[src/hw/spm_pkg.sv]
// Purpose: Shared constants for the serial port block
// Assumes: 32-bit AXI4-Lite register bus, byte offsets below
// Notes:   Bit positions refer to the register data word
package spm_pkg;

    // Register byte offsets
    localparam logic [7:0] CTRL_OFS = 8'h00;
    localparam logic [7:0] DATA_OFS = 8'h04;
    localparam logic [7:0] STAT_OFS = 8'h08;
    localparam logic [7:0] MASK_OFS = 8'h0c;
    localparam logic [7:0] ADDR_OFS = 8'h10;

    // Control register fields
    localparam int CTL_MODE_HI = 7;
    localparam int CTL_MODE_LO = 6;
    localparam int CTL_RMP     = 5;
    localparam int CTL_REN     = 4;
    localparam int CTL_TB8     = 3;
    localparam int CTL_RB8     = 2;
    localparam int CTL_RATE_DOUBLER_BIT    = 8;

    // Status and mask fields
    localparam int ST_RI = 0;
    localparam int ST_TI = 1;
    localparam int ST_FE = 2;

    // Operating modes
    localparam logic [1:0] MODE_SYNC    = 2'h0;
    localparam logic [1:0] MODE_ASYNC10 = 2'h1;
    localparam logic [1:0] MODE_FIX11   = 2'h2;

    // Cycle counts
    localparam logic [3:0] M0_DIV_SLOW = 4'hc;
    localparam logic [3:0] M0_DIV_FAST = 4'h4;
    localparam logic [1:0] M2_TICK_SLOW = 2'h3;
    localparam logic [1:0] M2_TICK_FAST = 2'h1;
    localparam logic [3:0] OVS_LAST    = 4'hf;
    localparam logic [3:0] VOTE_FIRST  = 4'h7;
    localparam logic [3:0] VOTE_LAST   = 4'h9;
    localparam logic [3:0] BYTE_BITS   = 4'h8;
    localparam logic [3:0] FRAME10     = 4'ha;
    localparam logic [3:0] FRAME11     = 4'hb;

    // Bus answers and line idle level
    localparam logic [1:0] RESP_OKAY   = 2'h0;
    localparam logic [1:0] RESP_SLVERR = 2'h2;
    localparam logic       LINE_IDLE   = 1'h1;

endpackage : spm_pkg

[src/hw/spm_top.sv]
// Purpose: Four-mode serial port with AXI4-Lite registers
// Assumes: timer_ovf_in is a one-cycle pulse on core_clk_in
// Notes:   Writes to the buffer are ignored while mode 0 is busy
`timescale 1ns/1ps
module spm_top
    import spm_pkg::*;
(
    input  wire logic        core_clk_in,
    input  wire logic        rst_in,
    input  wire logic        timer_ovf_in,
    input  wire logic        rxd_in,
    output logic             rxd_out,
    output logic             rxd_oe_n_out,
    output logic             txd_out,
    output logic             irq_out,
    input  wire logic        s_axi_awvalid_in,
    output logic             s_axi_awready_out,
    input  wire logic [7:0]  s_axi_awaddr_in,
    input  wire logic        s_axi_wvalid_in,
    output logic             s_axi_wready_out,
    input  wire logic [31:0] s_axi_wdata_in,
    input  wire logic [3:0]  s_axi_wstrb_in,
    output logic             s_axi_bvalid_out,
    input  wire logic        s_axi_bready_in,
    output logic [1:0]       s_axi_bresp_out,
    input  wire logic        s_axi_arvalid_in,
    output logic             s_axi_arready_out,
    input  wire logic [7:0]  s_axi_araddr_in,
    output logic             s_axi_rvalid_out,
    input  wire logic        s_axi_rready_in,
    output logic [31:0]      s_axi_rdata_out,
    output logic [1:0]       s_axi_rresp_out
);
    typedef struct packed {
        logic [1:0]  mode;
        logic        rmp;
        logic        ren;
        logic        tb8;
        logic        rb8;
        logic        rate_doubler_bit;
        logic [7:0]  own_addr;
        logic [7:0]  addr_mask;
        logic [7:0]  rbuf;
        logic        ri;
        logic        ti;
        logic        fe;
        logic [2:0]  imask;
        logic        irq;
        logic        m0_act;
        logic        m0_rx;
        logic [3:0]  m0_cnt;
        logic [3:0]  m0_bits;
        logic [7:0]  m0_sh;
        logic        txd;
        logic        dout;
        logic        doe_n;
        logic [1:0]  pdiv;
        logic        ovf_half;
        logic        tx_pend;
        logic        tx_act;
        logic [3:0]  tx_bits;
        logic [3:0]  tx_div;
        logic [10:0] tx_fr;
        logic        rx_act;
        logic        rx_prev;
        logic [3:0]  rx_div;
        logic [3:0]  rx_bits;
        logic [2:0]  rx_v;
        logic [9:0]  rx_sh;
        logic        awrdy;
        logic        wrdy;
        logic        arrdy;
        logic        bvalid;
        logic        rvalid;
        logic [1:0]  bresp;
        logic [1:0]  rresp;
        logic [7:0]  awaddr;
        logic [31:0] wdata;
        logic [3:0]  wstrb;
        logic        aw_got;
        logic        w_got;
        logic [31:0] rdata;
    } spm_top_s;

    spm_top_s   q;
    spm_top_s   d;
    logic       pin;
    logic [3:0] m0_div;
    logic [3:0] m0_half;
    logic       m0_wrap;
    logic       m0_last;
    logic       tick;
    logic       roll;
    logic [3:0] nbits;
    logic       wr_go;
    logic [4:0] wsel;
    logic [4:0] rsel;
    logic       wr_buf;
    logic       vote;
    logic       rx_samp;
    logic       decide;
    logic       rx_m1;
    logic [9:0] rx_new;
    logic [7:0] rx_data;
    logic       rx_ninth;
    logic       addr_hit;
    logic       rx_fin;
    logic       load_ok;

    // One-hot register select, zero when unmapped
    function automatic logic [4:0] reg_sel(input logic [7:0] a);
        if (a == CTRL_OFS) begin
            return 5'h01;
        end else if (a == DATA_OFS) begin
            return 5'h02;
        end else if (a == STAT_OFS) begin
            return 5'h04;
        end else if (a == MASK_OFS) begin
            return 5'h08;
        end else if (a == ADDR_OFS) begin
            return 5'h10;
        end else begin
            return 5'h00;
        end
    endfunction : reg_sel

    function automatic logic maj3(input logic [2:0] v);
        return (v[0] & v[1]) | (v[0] & v[2]) | (v[1] & v[2]);
    endfunction : maj3

    function automatic logic [7:0] rev8(input logic [7:0] v);
        logic [7:0] r;
        r = 8'h00;
        for (int i = 0; i < 8; i++) begin
            r[i] = v[7 - i];
        end
        return r;
    endfunction : rev8

    // Pin crosses in through three flops and a filter flop
    spm_pin_sync u_rx_sync (
        .core_clk_in (core_clk_in),
        .rst_in      (rst_in),
        .pin_in      (rxd_in),
        .level_out   (pin)
    );

    assign m0_div  = q.rmp ? M0_DIV_FAST : M0_DIV_SLOW;
    assign m0_half = {1'b0, m0_div[3:1]};
    assign m0_wrap = q.m0_act && (q.m0_cnt == m0_div - 4'h1);
    assign m0_last = m0_wrap && (q.m0_bits == BYTE_BITS - 4'h1);
    // Sixteen ticks per bit in async modes
    assign tick = (q.mode == MODE_FIX11) ? (q.pdiv == 2'h0)
                : (timer_ovf_in && (q.rate_doubler_bit || q.ovf_half));
    assign roll     = tick && (q.tx_div == OVS_LAST);
    assign rx_m1    = (q.mode == MODE_ASYNC10);
    assign nbits    = rx_m1 ? FRAME10 : FRAME11;
    assign wr_go    = q.aw_got && q.w_got && !q.bvalid;
    assign wsel     = reg_sel(q.awaddr);
    assign rsel     = reg_sel(s_axi_araddr_in);
    assign wr_buf   = wr_go && wsel[1] && q.wstrb[0];
    assign vote     = maj3({q.rx_v[1:0], pin});
    assign rx_samp  = q.rx_act && tick && (q.rx_div >= VOTE_FIRST)
                      && (q.rx_div <= VOTE_LAST);
    assign decide   = q.rx_act && tick && (q.rx_div == VOTE_LAST);
    assign rx_new   = {vote, q.rx_sh[9:1]};
    assign rx_data  = rx_m1 ? rx_new[8:1] : rx_new[7:0];
    assign rx_ninth = rx_m1 ? rx_new[9] : rx_new[8];
    // Mask bits set to one are don't-care
    assign addr_hit = ((rx_data ^ q.own_addr) & ~q.addr_mask) == 8'h00;
    assign rx_fin   = decide && (q.rx_bits == nbits - 4'h1);
    assign load_ok  = rx_fin && !q.ri && (!q.rmp ||
                      (rx_m1 ? vote : (rx_ninth && addr_hit)));

    always_comb begin
        d = q;
        // Bus slave: address and data taken in either order
        if (s_axi_awvalid_in && q.awrdy) begin
            d.aw_got = 1'b1;
            d.awaddr = s_axi_awaddr_in;
        end
        if (s_axi_wvalid_in && q.wrdy) begin
            d.w_got = 1'b1;
            d.wdata = s_axi_wdata_in;
            d.wstrb = s_axi_wstrb_in;
        end
        if (wr_go) begin
            d.bvalid = 1'b1;
            d.bresp  = (wsel == 5'h00) ? RESP_SLVERR : RESP_OKAY;
            d.aw_got = 1'b0;
            d.w_got  = 1'b0;
            if (q.wstrb[0]) begin
                if (wsel[0]) begin
                    d.mode = {q.wdata[CTL_MODE_HI], q.wdata[CTL_MODE_LO]};
                    d.rmp  = q.wdata[CTL_RMP];
                    d.ren  = q.wdata[CTL_REN];
                    d.tb8  = q.wdata[CTL_TB8];
                end
                if (wsel[2]) begin
                    // Write one to clear; hardware sets below win
                    d.ri = q.ri & ~q.wdata[ST_RI];
                    d.ti = q.ti & ~q.wdata[ST_TI];
                    d.fe = q.fe & ~q.wdata[ST_FE];
                end
                if (wsel[3]) begin
                    d.imask = q.wdata[2:0];
                end
                if (wsel[4]) begin
                    d.own_addr = q.wdata[7:0];
                end
            end
            if (q.wstrb[1]) begin
                if (wsel[0]) begin
                    d.rate_doubler_bit = q.wdata[CTL_RATE_DOUBLER_BIT];
                end
                if (wsel[4]) begin
                    d.addr_mask = q.wdata[15:8];
                end
            end
        end
        if (q.bvalid && s_axi_bready_in) begin
            d.bvalid = 1'b0;
        end
        if (s_axi_arvalid_in && q.arrdy) begin
            d.rvalid = 1'b1;
            d.rresp  = (rsel == 5'h00) ? RESP_SLVERR : RESP_OKAY;
            d.rdata  = 32'h0;
            if (rsel[0]) begin
                d.rdata[CTL_MODE_HI] = q.mode[1];
                d.rdata[CTL_MODE_LO] = q.mode[0];
                d.rdata[CTL_RMP]     = q.rmp;
                d.rdata[CTL_REN]     = q.ren;
                d.rdata[CTL_TB8]     = q.tb8;
                d.rdata[CTL_RB8]     = q.rb8;
                d.rdata[CTL_RATE_DOUBLER_BIT]    = q.rate_doubler_bit;
            end else if (rsel[1]) begin
                d.rdata[7:0] = q.rbuf;
            end else if (rsel[2]) begin
                d.rdata[ST_RI] = q.ri;
                d.rdata[ST_TI] = q.ti;
                d.rdata[ST_FE] = q.fe;
            end else if (rsel[3]) begin
                d.rdata[2:0] = q.imask;
            end else if (rsel[4]) begin
                d.rdata[15:0] = {q.addr_mask, q.own_addr};
            end
        end
        if (q.rvalid && s_axi_rready_in) begin
            d.rvalid = 1'b0;
        end

        // Rate dividers
        if ((q.pdiv == 2'h0) || (q.mode != MODE_FIX11)) begin
            d.pdiv = q.rate_doubler_bit ? M2_TICK_FAST : M2_TICK_SLOW;
        end else begin
            d.pdiv = q.pdiv - 2'h1;
        end
        if (timer_ovf_in) begin
            d.ovf_half = ~q.ovf_half;
        end
        if (tick) begin
            d.tx_div = q.tx_div + 4'h1;
        end
        d.rx_prev = pin;

        if (q.mode == MODE_SYNC) begin
            d.rx_act = 1'b0;
            d.tx_act = 1'b0;
            d.tx_pend = 1'b0;
            if (!q.m0_act) begin
                if (wr_buf) begin
                    d.m0_act  = 1'b1;
                    d.m0_rx   = 1'b0;
                    d.m0_cnt  = 4'h0;
                    d.m0_bits = 4'h0;
                    d.m0_sh   = q.wdata[7:0];
                end else if (q.ren && !q.ri) begin
                    d.m0_act  = 1'b1;
                    d.m0_rx   = 1'b1;
                    d.m0_cnt  = 4'h0;
                    d.m0_bits = 4'h0;
                end
            end else begin
                d.m0_cnt = m0_wrap ? 4'h0 : q.m0_cnt + 4'h1;
                if (m0_wrap) begin
                    d.m0_bits = q.m0_bits + 4'h1;
                    if (!q.m0_rx) begin
                        d.m0_sh = {1'b0, q.m0_sh[7:1]};
                    end
                end
                if (q.m0_rx && (q.m0_cnt == m0_half)) begin
                    d.m0_sh = {q.m0_sh[6:0], pin};
                end
                if (m0_last) begin
                    d.m0_act = 1'b0;
                    if (q.m0_rx) begin
                        d.ri   = 1'b1;
                        d.rbuf = rev8(q.m0_sh);
                    end else begin
                        d.ti = 1'b1;
                    end
                end
            end
            // Shift clock low for the first half of each bit
            d.txd   = !d.m0_act || (d.m0_cnt >= m0_half);
            d.dout  = d.m0_sh[0];
            d.doe_n = !(d.m0_act && !d.m0_rx);
        end else begin
            d.m0_act = 1'b0;
            d.dout   = LINE_IDLE;
            d.doe_n  = 1'b1;
            // Bits start on counter rollover, not on the write
            if (wr_buf) begin
                d.tx_pend = 1'b1;
                d.tx_act  = 1'b0;
                d.tx_bits = 4'h0;
                d.tx_fr   = {1'b1, rx_m1 ? 1'b1 : q.tb8,
                             q.wdata[7:0], 1'b0};
            end else if (roll && (q.tx_pend || q.tx_act)) begin
                if (q.tx_bits == nbits) begin
                    d.tx_act = 1'b0;
                    d.txd    = LINE_IDLE;
                end else begin
                    d.tx_pend = 1'b0;
                    d.tx_act  = 1'b1;
                    d.txd     = q.tx_fr[0];
                    d.tx_fr   = {1'b1, q.tx_fr[10:1]};
                    d.tx_bits = q.tx_bits + 4'h1;
                    if (q.tx_bits == nbits - 4'h1) begin
                        d.ti = 1'b1;
                    end
                end
            end
            if (!q.rx_act) begin
                if (q.ren && !q.ri && q.rx_prev && !pin) begin
                    d.rx_act  = 1'b1;
                    d.rx_div  = 4'h0;
                    d.rx_bits = 4'h0;
                end
            end else if (tick) begin
                d.rx_div = q.rx_div + 4'h1;
                if (rx_samp) begin
                    d.rx_v = {q.rx_v[1:0], pin};
                end
                if (decide) begin
                    d.rx_bits = q.rx_bits + 4'h1;
                    if (q.rx_bits == 4'h0) begin
                        // False start bit: back to idle hunt
                        if (vote) begin
                            d.rx_act = 1'b0;
                        end
                    end else begin
                        d.rx_sh = rx_new;
                    end
                    if (rx_fin) begin
                        d.rx_act = 1'b0;
                        if (!vote) begin
                            d.fe = 1'b1;
                        end
                        if (load_ok) begin
                            d.rbuf = rx_data;
                            d.rb8  = rx_ninth;
                            d.ri   = 1'b1;
                        end
                    end
                end
            end
        end

        d.irq   = |({d.fe, d.ti, d.ri} & d.imask);
        d.awrdy = !d.aw_got && !d.bvalid;
        d.wrdy  = !d.w_got && !d.bvalid;
        d.arrdy = !d.rvalid;
        if (rst_in) begin
            d         = '0;
            d.txd     = LINE_IDLE;
            d.dout    = LINE_IDLE;
            d.doe_n   = 1'b1;
            d.rx_prev = LINE_IDLE;
        end
    end

    always_ff @(posedge core_clk_in) begin
        q <= d;
    end

    assign txd_out           = q.txd;
    assign rxd_out           = q.dout;
    assign rxd_oe_n_out      = q.doe_n;
    assign irq_out           = q.irq;
    assign s_axi_awready_out = q.awrdy;
    assign s_axi_wready_out  = q.wrdy;
    assign s_axi_bvalid_out  = q.bvalid;
    assign s_axi_bresp_out   = q.bresp;
    assign s_axi_arready_out = q.arrdy;
    assign s_axi_rvalid_out  = q.rvalid;
    assign s_axi_rdata_out   = q.rdata;
    assign s_axi_rresp_out   = q.rresp;
endmodule : spm_top

[src/hw/spm_pin_sync.sv]
// Purpose: Three-stage input synchroniser with agreement filter
// Assumes: Input idles high
// Notes:   Level updates only when stages two and three agree
`timescale 1ns/1ps
module spm_pin_sync
    import spm_pkg::*;
(
    input  wire logic core_clk_in,
    input  wire logic rst_in,
    input  wire logic pin_in,
    output logic      level_out
);
    typedef struct packed {
        logic s1;
        logic s2;
        logic s3;
        logic lvl;
    } spm_sync_s;

    spm_sync_s q;
    spm_sync_s d;

    always_comb begin
        d    = q;
        d.s1 = pin_in;
        d.s2 = q.s1;
        d.s3 = q.s2;
        if (q.s2 == q.s3) begin
            d.lvl = q.s3;
        end
        if (rst_in) begin
            d = {4{LINE_IDLE}};
        end
    end

    always_ff @(posedge core_clk_in) begin
        q <= d;
    end

    assign level_out = q.lvl;

endmodule : spm_pin_sync

[config.mk]
export PLATFORM = sky130hd
export DESIGN_NAME = spm_top
export DESIGN_NICKNAME = d
export VERILOG_FILES = /design/src/hw/spm_pkg.sv /design/src/hw/spm_top.sv /design/src/hw/spm_pin_sync.sv
export SDC_FILE = /design/constraint.sdc
export NUM_CORES = 1
export LEC_CHECK = 0
export BUFFER_PORTS_ARGS = -buffer_cell sky130_fd_sc_hd__buf_2
export CAP_MARGIN = 25
export CORE_MARGIN = 8
export CORE_UTILIZATION = 56
export CTS_BUF_LIST = sky130_fd_sc_hd__clkbuf_8
export CTS_CLUSTER_DIAMETER = 200
export DETAILED_ROUTE_END_ITERATION = 7
export PLACE_DENSITY_LB_ADDON = 0.25
export SYNTH_ARGS = -nofsm -noshare
export SYNTH_HDL_FRONTEND = slang
export SYNTH_HIERARCHICAL = 1
export SYNTH_SLANG_ARGS = --single-unit
[constraint.sdc]
create_clock -name core_clk_in -period 3.6 [get_ports core_clk_in]
set_input_delay 0.18 -clock core_clk_in [delete_from_list [all_inputs] [get_ports core_clk_in]]
set_output_delay 0.18 -clock core_clk_in [all_outputs]
set_load 0.02 [all_outputs]
## Word level (Yosys, flattened, before mapping)

Cells that the tools add are included.
W data, S select, Z words.

| word-level totals | value |
|---|---|
| flip-flop bits (word level) | 163 |
| output and inout bits | 45 |
| word-level logic and storage cells | 297 |
| input port bits | 61 |

| operators by class | value |
|---|---|
| add/sub/neg operators | 9 |
| magnitude comparators | 3 |
| eq/ne operators | 32 |
| bitwise gates (word level) | 18 |
| muxes and demuxes | 102 |
| reductions and logical operators | 80 |

Operators by type and width:

| kind | number |
|---|---|
| $mux W10 | 7 |
| $mux W8 | 8 |
| $mux W9 | 6 |
| $mux W5 | 10 |
| $mux W16 | 3 |
| $mux W1 | 39 |
| $mux W11 | 3 |
| $eq A8 B4 Y1 const B | 4 |
| $logic_and A1 B1 Y1 | 29 |
| $mux W13 | 2 |
| $add A4 B1 Y4 const B | 6 |
| $logic_not A8 Y1 | 3 |
| $mux W6 | 4 |
| $mux W21 | 1 |
| $reduce_and A3 Y1 | 7 |
| $mux W3 | 6 |
| $eq A4 B4 Y1 | 4 |
| $eq A8 B3 Y1 const B | 2 |
| $eq A8 B5 Y1 const B | 2 |
| $mux W4 | 4 |
| $reduce_bool A2 Y1 | 8 |
| $mux W7 | 2 |
| $mux W12 | 1 |
| $mux W2 | 6 |
| other kinds (34) | 77 |

## Longest topological paths before layout

| logic depth | value |
|---|---|
| depth after elaboration | 17 |
| mapped depth | 11 |

## Hierarchy

The synthesis kept the hierarchy.

Modules (own cells, without submodules):

| module | cells each | instances | area an instance (µm²) | seq. area each (µm²) |
|---|---|---|---|---|
| spm_top | 909 | 1 | 7,511.0 | 3,103.0 |
| spm_pin_sync | 10 | 1 | 115.1 | 80.1 |

## Worst setup path before layout

Ideal clock, no wire load.

| path | value |
|---|---|
| kind | register to register |
| start | register q[71] in the netlist's numbering |
| end | register q (netlist bit txd_out) |
| cell stages (with the launch flop) | 11 |
| slack | 1,003 ps |
| arrival time | 2,460 ps |
| required time | 3,463 ps |
| period minus slack after synthesis | 2,597 ps |
| buffers on the path | 3 |
| cells stage by stage | dfxtp_1 > or4_1 > buf_2 > or4_4 > or3_1 > buf_2 > clkbuf_1 > a21oi_1 > a21oi_1 > nor3_1 > a31oi_1 |

| on the way | value |
|---|---|
| longest elaborated chain between the ends | 13 |

Ends and longest elaborated chain:

| what | line | RTL |
|---|---|---|
| from (decl) | spm_top.sv:85 | `spm_top_s q;` |
| from (signal assigned) | spm_top.sv:384 | `q <= d;` |
| $eq A8 B4 Y1 | spm_top.sv:118 | `end else if (a == MASK_OFS) begin` |
| $mux W5 | spm_top.sv:118 |  |
| $mux W5 | spm_top.sv:116 | `end else if (a == STAT_OFS) begin` |
| $mux W5 | spm_top.sv:114 | `end else if (a == DATA_OFS) begin` |
| $mux W5 * | spm_top.sv:112 | `if (a == CTRL_OFS) begin` |
| $logic_and A1 B1 Y1 * (2 in series) | spm_top.sv:161 | `assign wr_buf = wr_go && wsel[1] && q.wstrb[0];` |
| $mux W10 | spm_top.sv:271 | `if (wr_buf) begin` |
| $mux W16 or $mux W1 (tied branches) | spm_top.sv:270 | `if (!q.m0_act) begin` |
| $mux W16 or $mux W1 (tied branches) | spm_top.sv:266 | `if (q.mode == MODE_SYNC) begin` |
| $ge A4 B3 Y1 or $logic_not A1 Y1 (tied branches) | spm_top.sv:305 | `d.txd = !d.m0_act \|\| (d.m0_cnt >= m0_half);` |
| $logic_or A1 B1 Y1 | spm_top.sv:305 |  |
| $mux W3 | spm_top.sv:266 |  |

Every way passes the cells marked *; elsewhere a longest branch is shown, timed or not. The select of a mux whose other input is x is not followed.
A chain may end at the register's enable or synchronous reset.

## Final worst setup path

| path | value |
|---|---|
| start | register q[71] in the netlist's numbering |
| end | register q[113] in the netlist's numbering |

| on the way | value |
|---|---|
| longest elaborated chain between the ends | 9 |

Ends and longest elaborated chain:

| what | line |
|---|---|
| $eq A8 B4 Y1 | spm_top.sv:118 |
| $mux W5 | spm_top.sv:118 |
| $mux W5 | spm_top.sv:116 |
| $mux W5 | spm_top.sv:114 |
| $mux W5 * | spm_top.sv:112 |
| $logic_and A1 B1 Y1 * (2 in series) | spm_top.sv:161 |
| $ne A2 B2 Y1 (no line) or $reduce_bool A2 Y1 (tied branches) | -- |
| $reduce_and A3 Y1 (no line) | -- |

Every way passes the cells marked *; elsewhere a longest branch is shown, timed or not.

==> flow_summary.toml <==
[sta]
worst_pin_slew_ps = 1070
finalWorstSetupSlack_ps = 523
fin_crit_sh = 0.855
finalSetupViolCount = 0
drv_slew = 0
maxSlewHeadroom = 0.278
hold_viol = 0
min_period_ps = 3080
fmax_mhz = 325
grt_setup_unrepaired = "false"
tns_ps = 0
skew_ps = 15.1

[synth]
async_flop_share = 0
netlist.area_leader.share = 0.417
syn_area_um2 = 7630
synth-seq-area-share = 0.417
avgSynthCellArea_um2 = 8.30
ys_dominant_reg_cell = "dfxtp_1"
yosys-top-cells-count = "dfxtp_1 (159), nand2_1 (126), nor2_1 (110)"
ys_warn_count = 6
netlist_instances = 919
synth_edf_count = 0
synth_seq_cells = 159
synth_cell_type_count = 71
synth_area_leaders = "dfxtp_1 (42%), mux2i_1 (6.6%), nand2_1 (6.2%), nor2_1 (5.4%), a21oi_1 (5.0%)"
yosysTopAreaCell = "dfxtp_1"
synth.most_common_cell = "dfxtp_1"

[setup_path]
r2r_start = "q[71]"
reg2reg_depth = 6
worst_setup_path_end_kind = "flop"
cp_max_fo = 19
required_ps = 3970
crit_type = "flop to flop"
rr_endpoint = "q[113]"
arrival_ps = 3450
start_kind = "flop"
regToRegSetupSlack_ps = 520

[grt]
grt_overflow = 0
grt.total_usage = 0.218
antenna_found_initial = 0
grt_pass1_vias = 6194
grt_max_degree = 93
grt_pass1_wl_mm = 31.4

[floorplan]
rows = 42
pin_count = 106
design.core.area_um2 = 13300
dieArea_um2 = 17600
die_y_um = 133
die_w_um = 133
floorplan.initialDensity = 0.574

[clocking]
clock_sinks = 159
root_buffer = "clkbuf_8"
numCtsBuffers = 17
clockBufferDepth = 2
clkTransAtPathRegs_ps = 90
h-tree-depth = 4
cts_tree = "yes"
clk_latency_ps = 460

[pwr]
p_seq_frac = 0.549
p_leak_nw = 3.12
clockPowerShare = 0.388
pwr-share-comb = 0.063
powerDensity_nw_per_um2 = 386
p_switching_mw = 0.837
netSwitchingFraction = 0.253
intPower_mw = 2.47
ir_worst_vdd_v = 0.000300
power_mw = 3.31

[worst_hold_path]
min_from = "s_axi_bready_in"
worstHoldEndpoint = "s_axi_bvalid_out"
hold_class = "input port to flop"
min_path_cells = 4

[place]
routabilityCongestion = 0.898
placed_cells = 1110
dp_slack_ps = 549
port_buffers = 69
dp_hpwl_mm = 13.6

[layout]
drive_gt1_frac = 0.129
multi_input_area_um2 = 3960
fill_cells = 1169
num-nets-final = 1055
syn2layout_area_growth_pct = 12.4
finalNonFillerCells = 1171
antenna_cells = 0
final-seq-area_um2 = 3180

[drt]
routed_wl_mm = 19.7
drt-initial-drc-count = 686
drcViolationCount = 0
via_per_inst = 5.86
wl_per_cell_um = 16.8
first_pass_iters = 7
ant_nets = 0
vias = 6857

[outcome]
outcome = "finished clean"

[flow_run]
cap_violations = 0
[area by class of cell]
class	count	share of cell area
multi-input cells	671	0.462
flip-flops and latches	159	0.371
repair buffers	114	0.0884
clock buffers	20	0.0321
well taps	176	0.0257
clock inverters	12	0.0127
inverters	19	0.00832
[placed cells by master (no fill, tap or decap), drive strengths merged, types with 6 or more instances in the layout]
cell,synthesis,layout
a2bb2oi,8,8
nand4,6,6
a21oi,78,78
a211oi,10,10
o21ai,28,28
nor2,110,110
inv,19,21
xnor2,6,6
or4,11,11
clkbuf,35,20
dfxtp,159,159
nand3,25,25
ha,12,12
a31oi,11,11
clkinv,0,7
nor3,22,22
and2,8,8
mux2i,50,50
o311ai,6,6
a311oi,10,10
nor4,12,12
buf,52,85
or3,13,13
a221oi,9,9
nor2b,16,16
nand2,126,126
conb,1,18
dlygate4sd3,0,29
[cells by family (layout without fill, tap and decap cells)]
family | count (synthesis) | count (layout) | synth area share
and+or+nand+nor | 376 | 376 | 0.232
AOI/OAI and AO/OA | 203 | 203 | 0.177
DFF | 159 | 159 | 0.417
buffers and inverters | 106 | 165 | 0.0720
muxes | 51 | 51 | 0.0686
adders and majority gates | 13 | 13 | 0.0210
xor gates and xnor gates | 10 | 10 | 0.0115
other | 1 | 18 | 0.000492
[power groups by stage]
| stage | sequential, mW | clock [mW] | combinational, mW |
|---|---|---|---|
| after global placement | 1.86 | 0 | 0.180 |
| after global routing | 1.82 | 1.39 | 0.231 |
| final | 1.82 | 1.28 | 0.209 |
| after floorplan | 1.85 | 0 | 0.147 |
| after CTS | 1.82 | 1.30 | 0.206 |
| after detailed placement | 1.86 | 0 | 0.182 |
[per-stage QoR]
| stage | util | area, um^2 | hold slack [ps] |
|---|---|---|---|
| after floorplan | - | 7690 | 277 |
| after global placement | 0.594 | 7900 | 358 |
| after detailed placement | 0.594 | 7900 | 364 |
| after CTS | 0.645 | 8570 | 6.19 |
| after global routing | 0.645 | 8570 | 54.8 |
| final | 0.645 | 8570 | 23.6 |
[flip-flops by register name (all words and copies together) (netlist names)]
name and count:
s_axi_rvalid_out 1, u_rx_sync/level_out 1, s_axi_bresp_out 1, q 128, s_axi_bvalid_out 1, s_axi_awready_out 1
irq_out 1, s_axi_arready_out 1, rxd_out 1, u_rx_sync/q 3, s_axi_rdata_out 16, rxd_oe_n_out 1
txd_out 1, s_axi_wready_out 1, s_axi_rresp_out 1
[critical path: stages (launching register included)]
cell and delay [ps]:
dfxtp_1 310, or4_1 620, or4_4 600, or3_1 580
a21oi_4 490, nor2_1 100, a311oi_1 280
[timing repair]
item                                   CTS  global route
endpoints found under the hold margin   29             0
resized for setup                        0             0
hold buffers                            29             0
setup buffers                            0             0
[worst max path at each step]
stage	start	to	slack (ps)	cells past startpoint
floorplan	q[71]	txd_out	1000	10
global placement	q[71]	q[117]	640	6
detailed placement	q[71]	q[113]	550	6
CTS	q[71]	q[113]	550	6
global route	q[71]	q[113]	360	6
finish	q[71]	q[113]	520	6
[metal layers]
metal | wire length [um] | up-vias | global-route usage | part of all wire
met4 | 384 | 0 | 0.0763 | 0.020
met2 | 9040 | 236 | 0.349 | 0.46
met3 | 1370 | 38 | 0.0492 | 0.070
met1 | 8860 | 3234 | 0.281 | 0.45
met5 | 0 | - | 0 | 0
li1 | - | 3349 | - | -
Power figures use the tool's default switching activity.
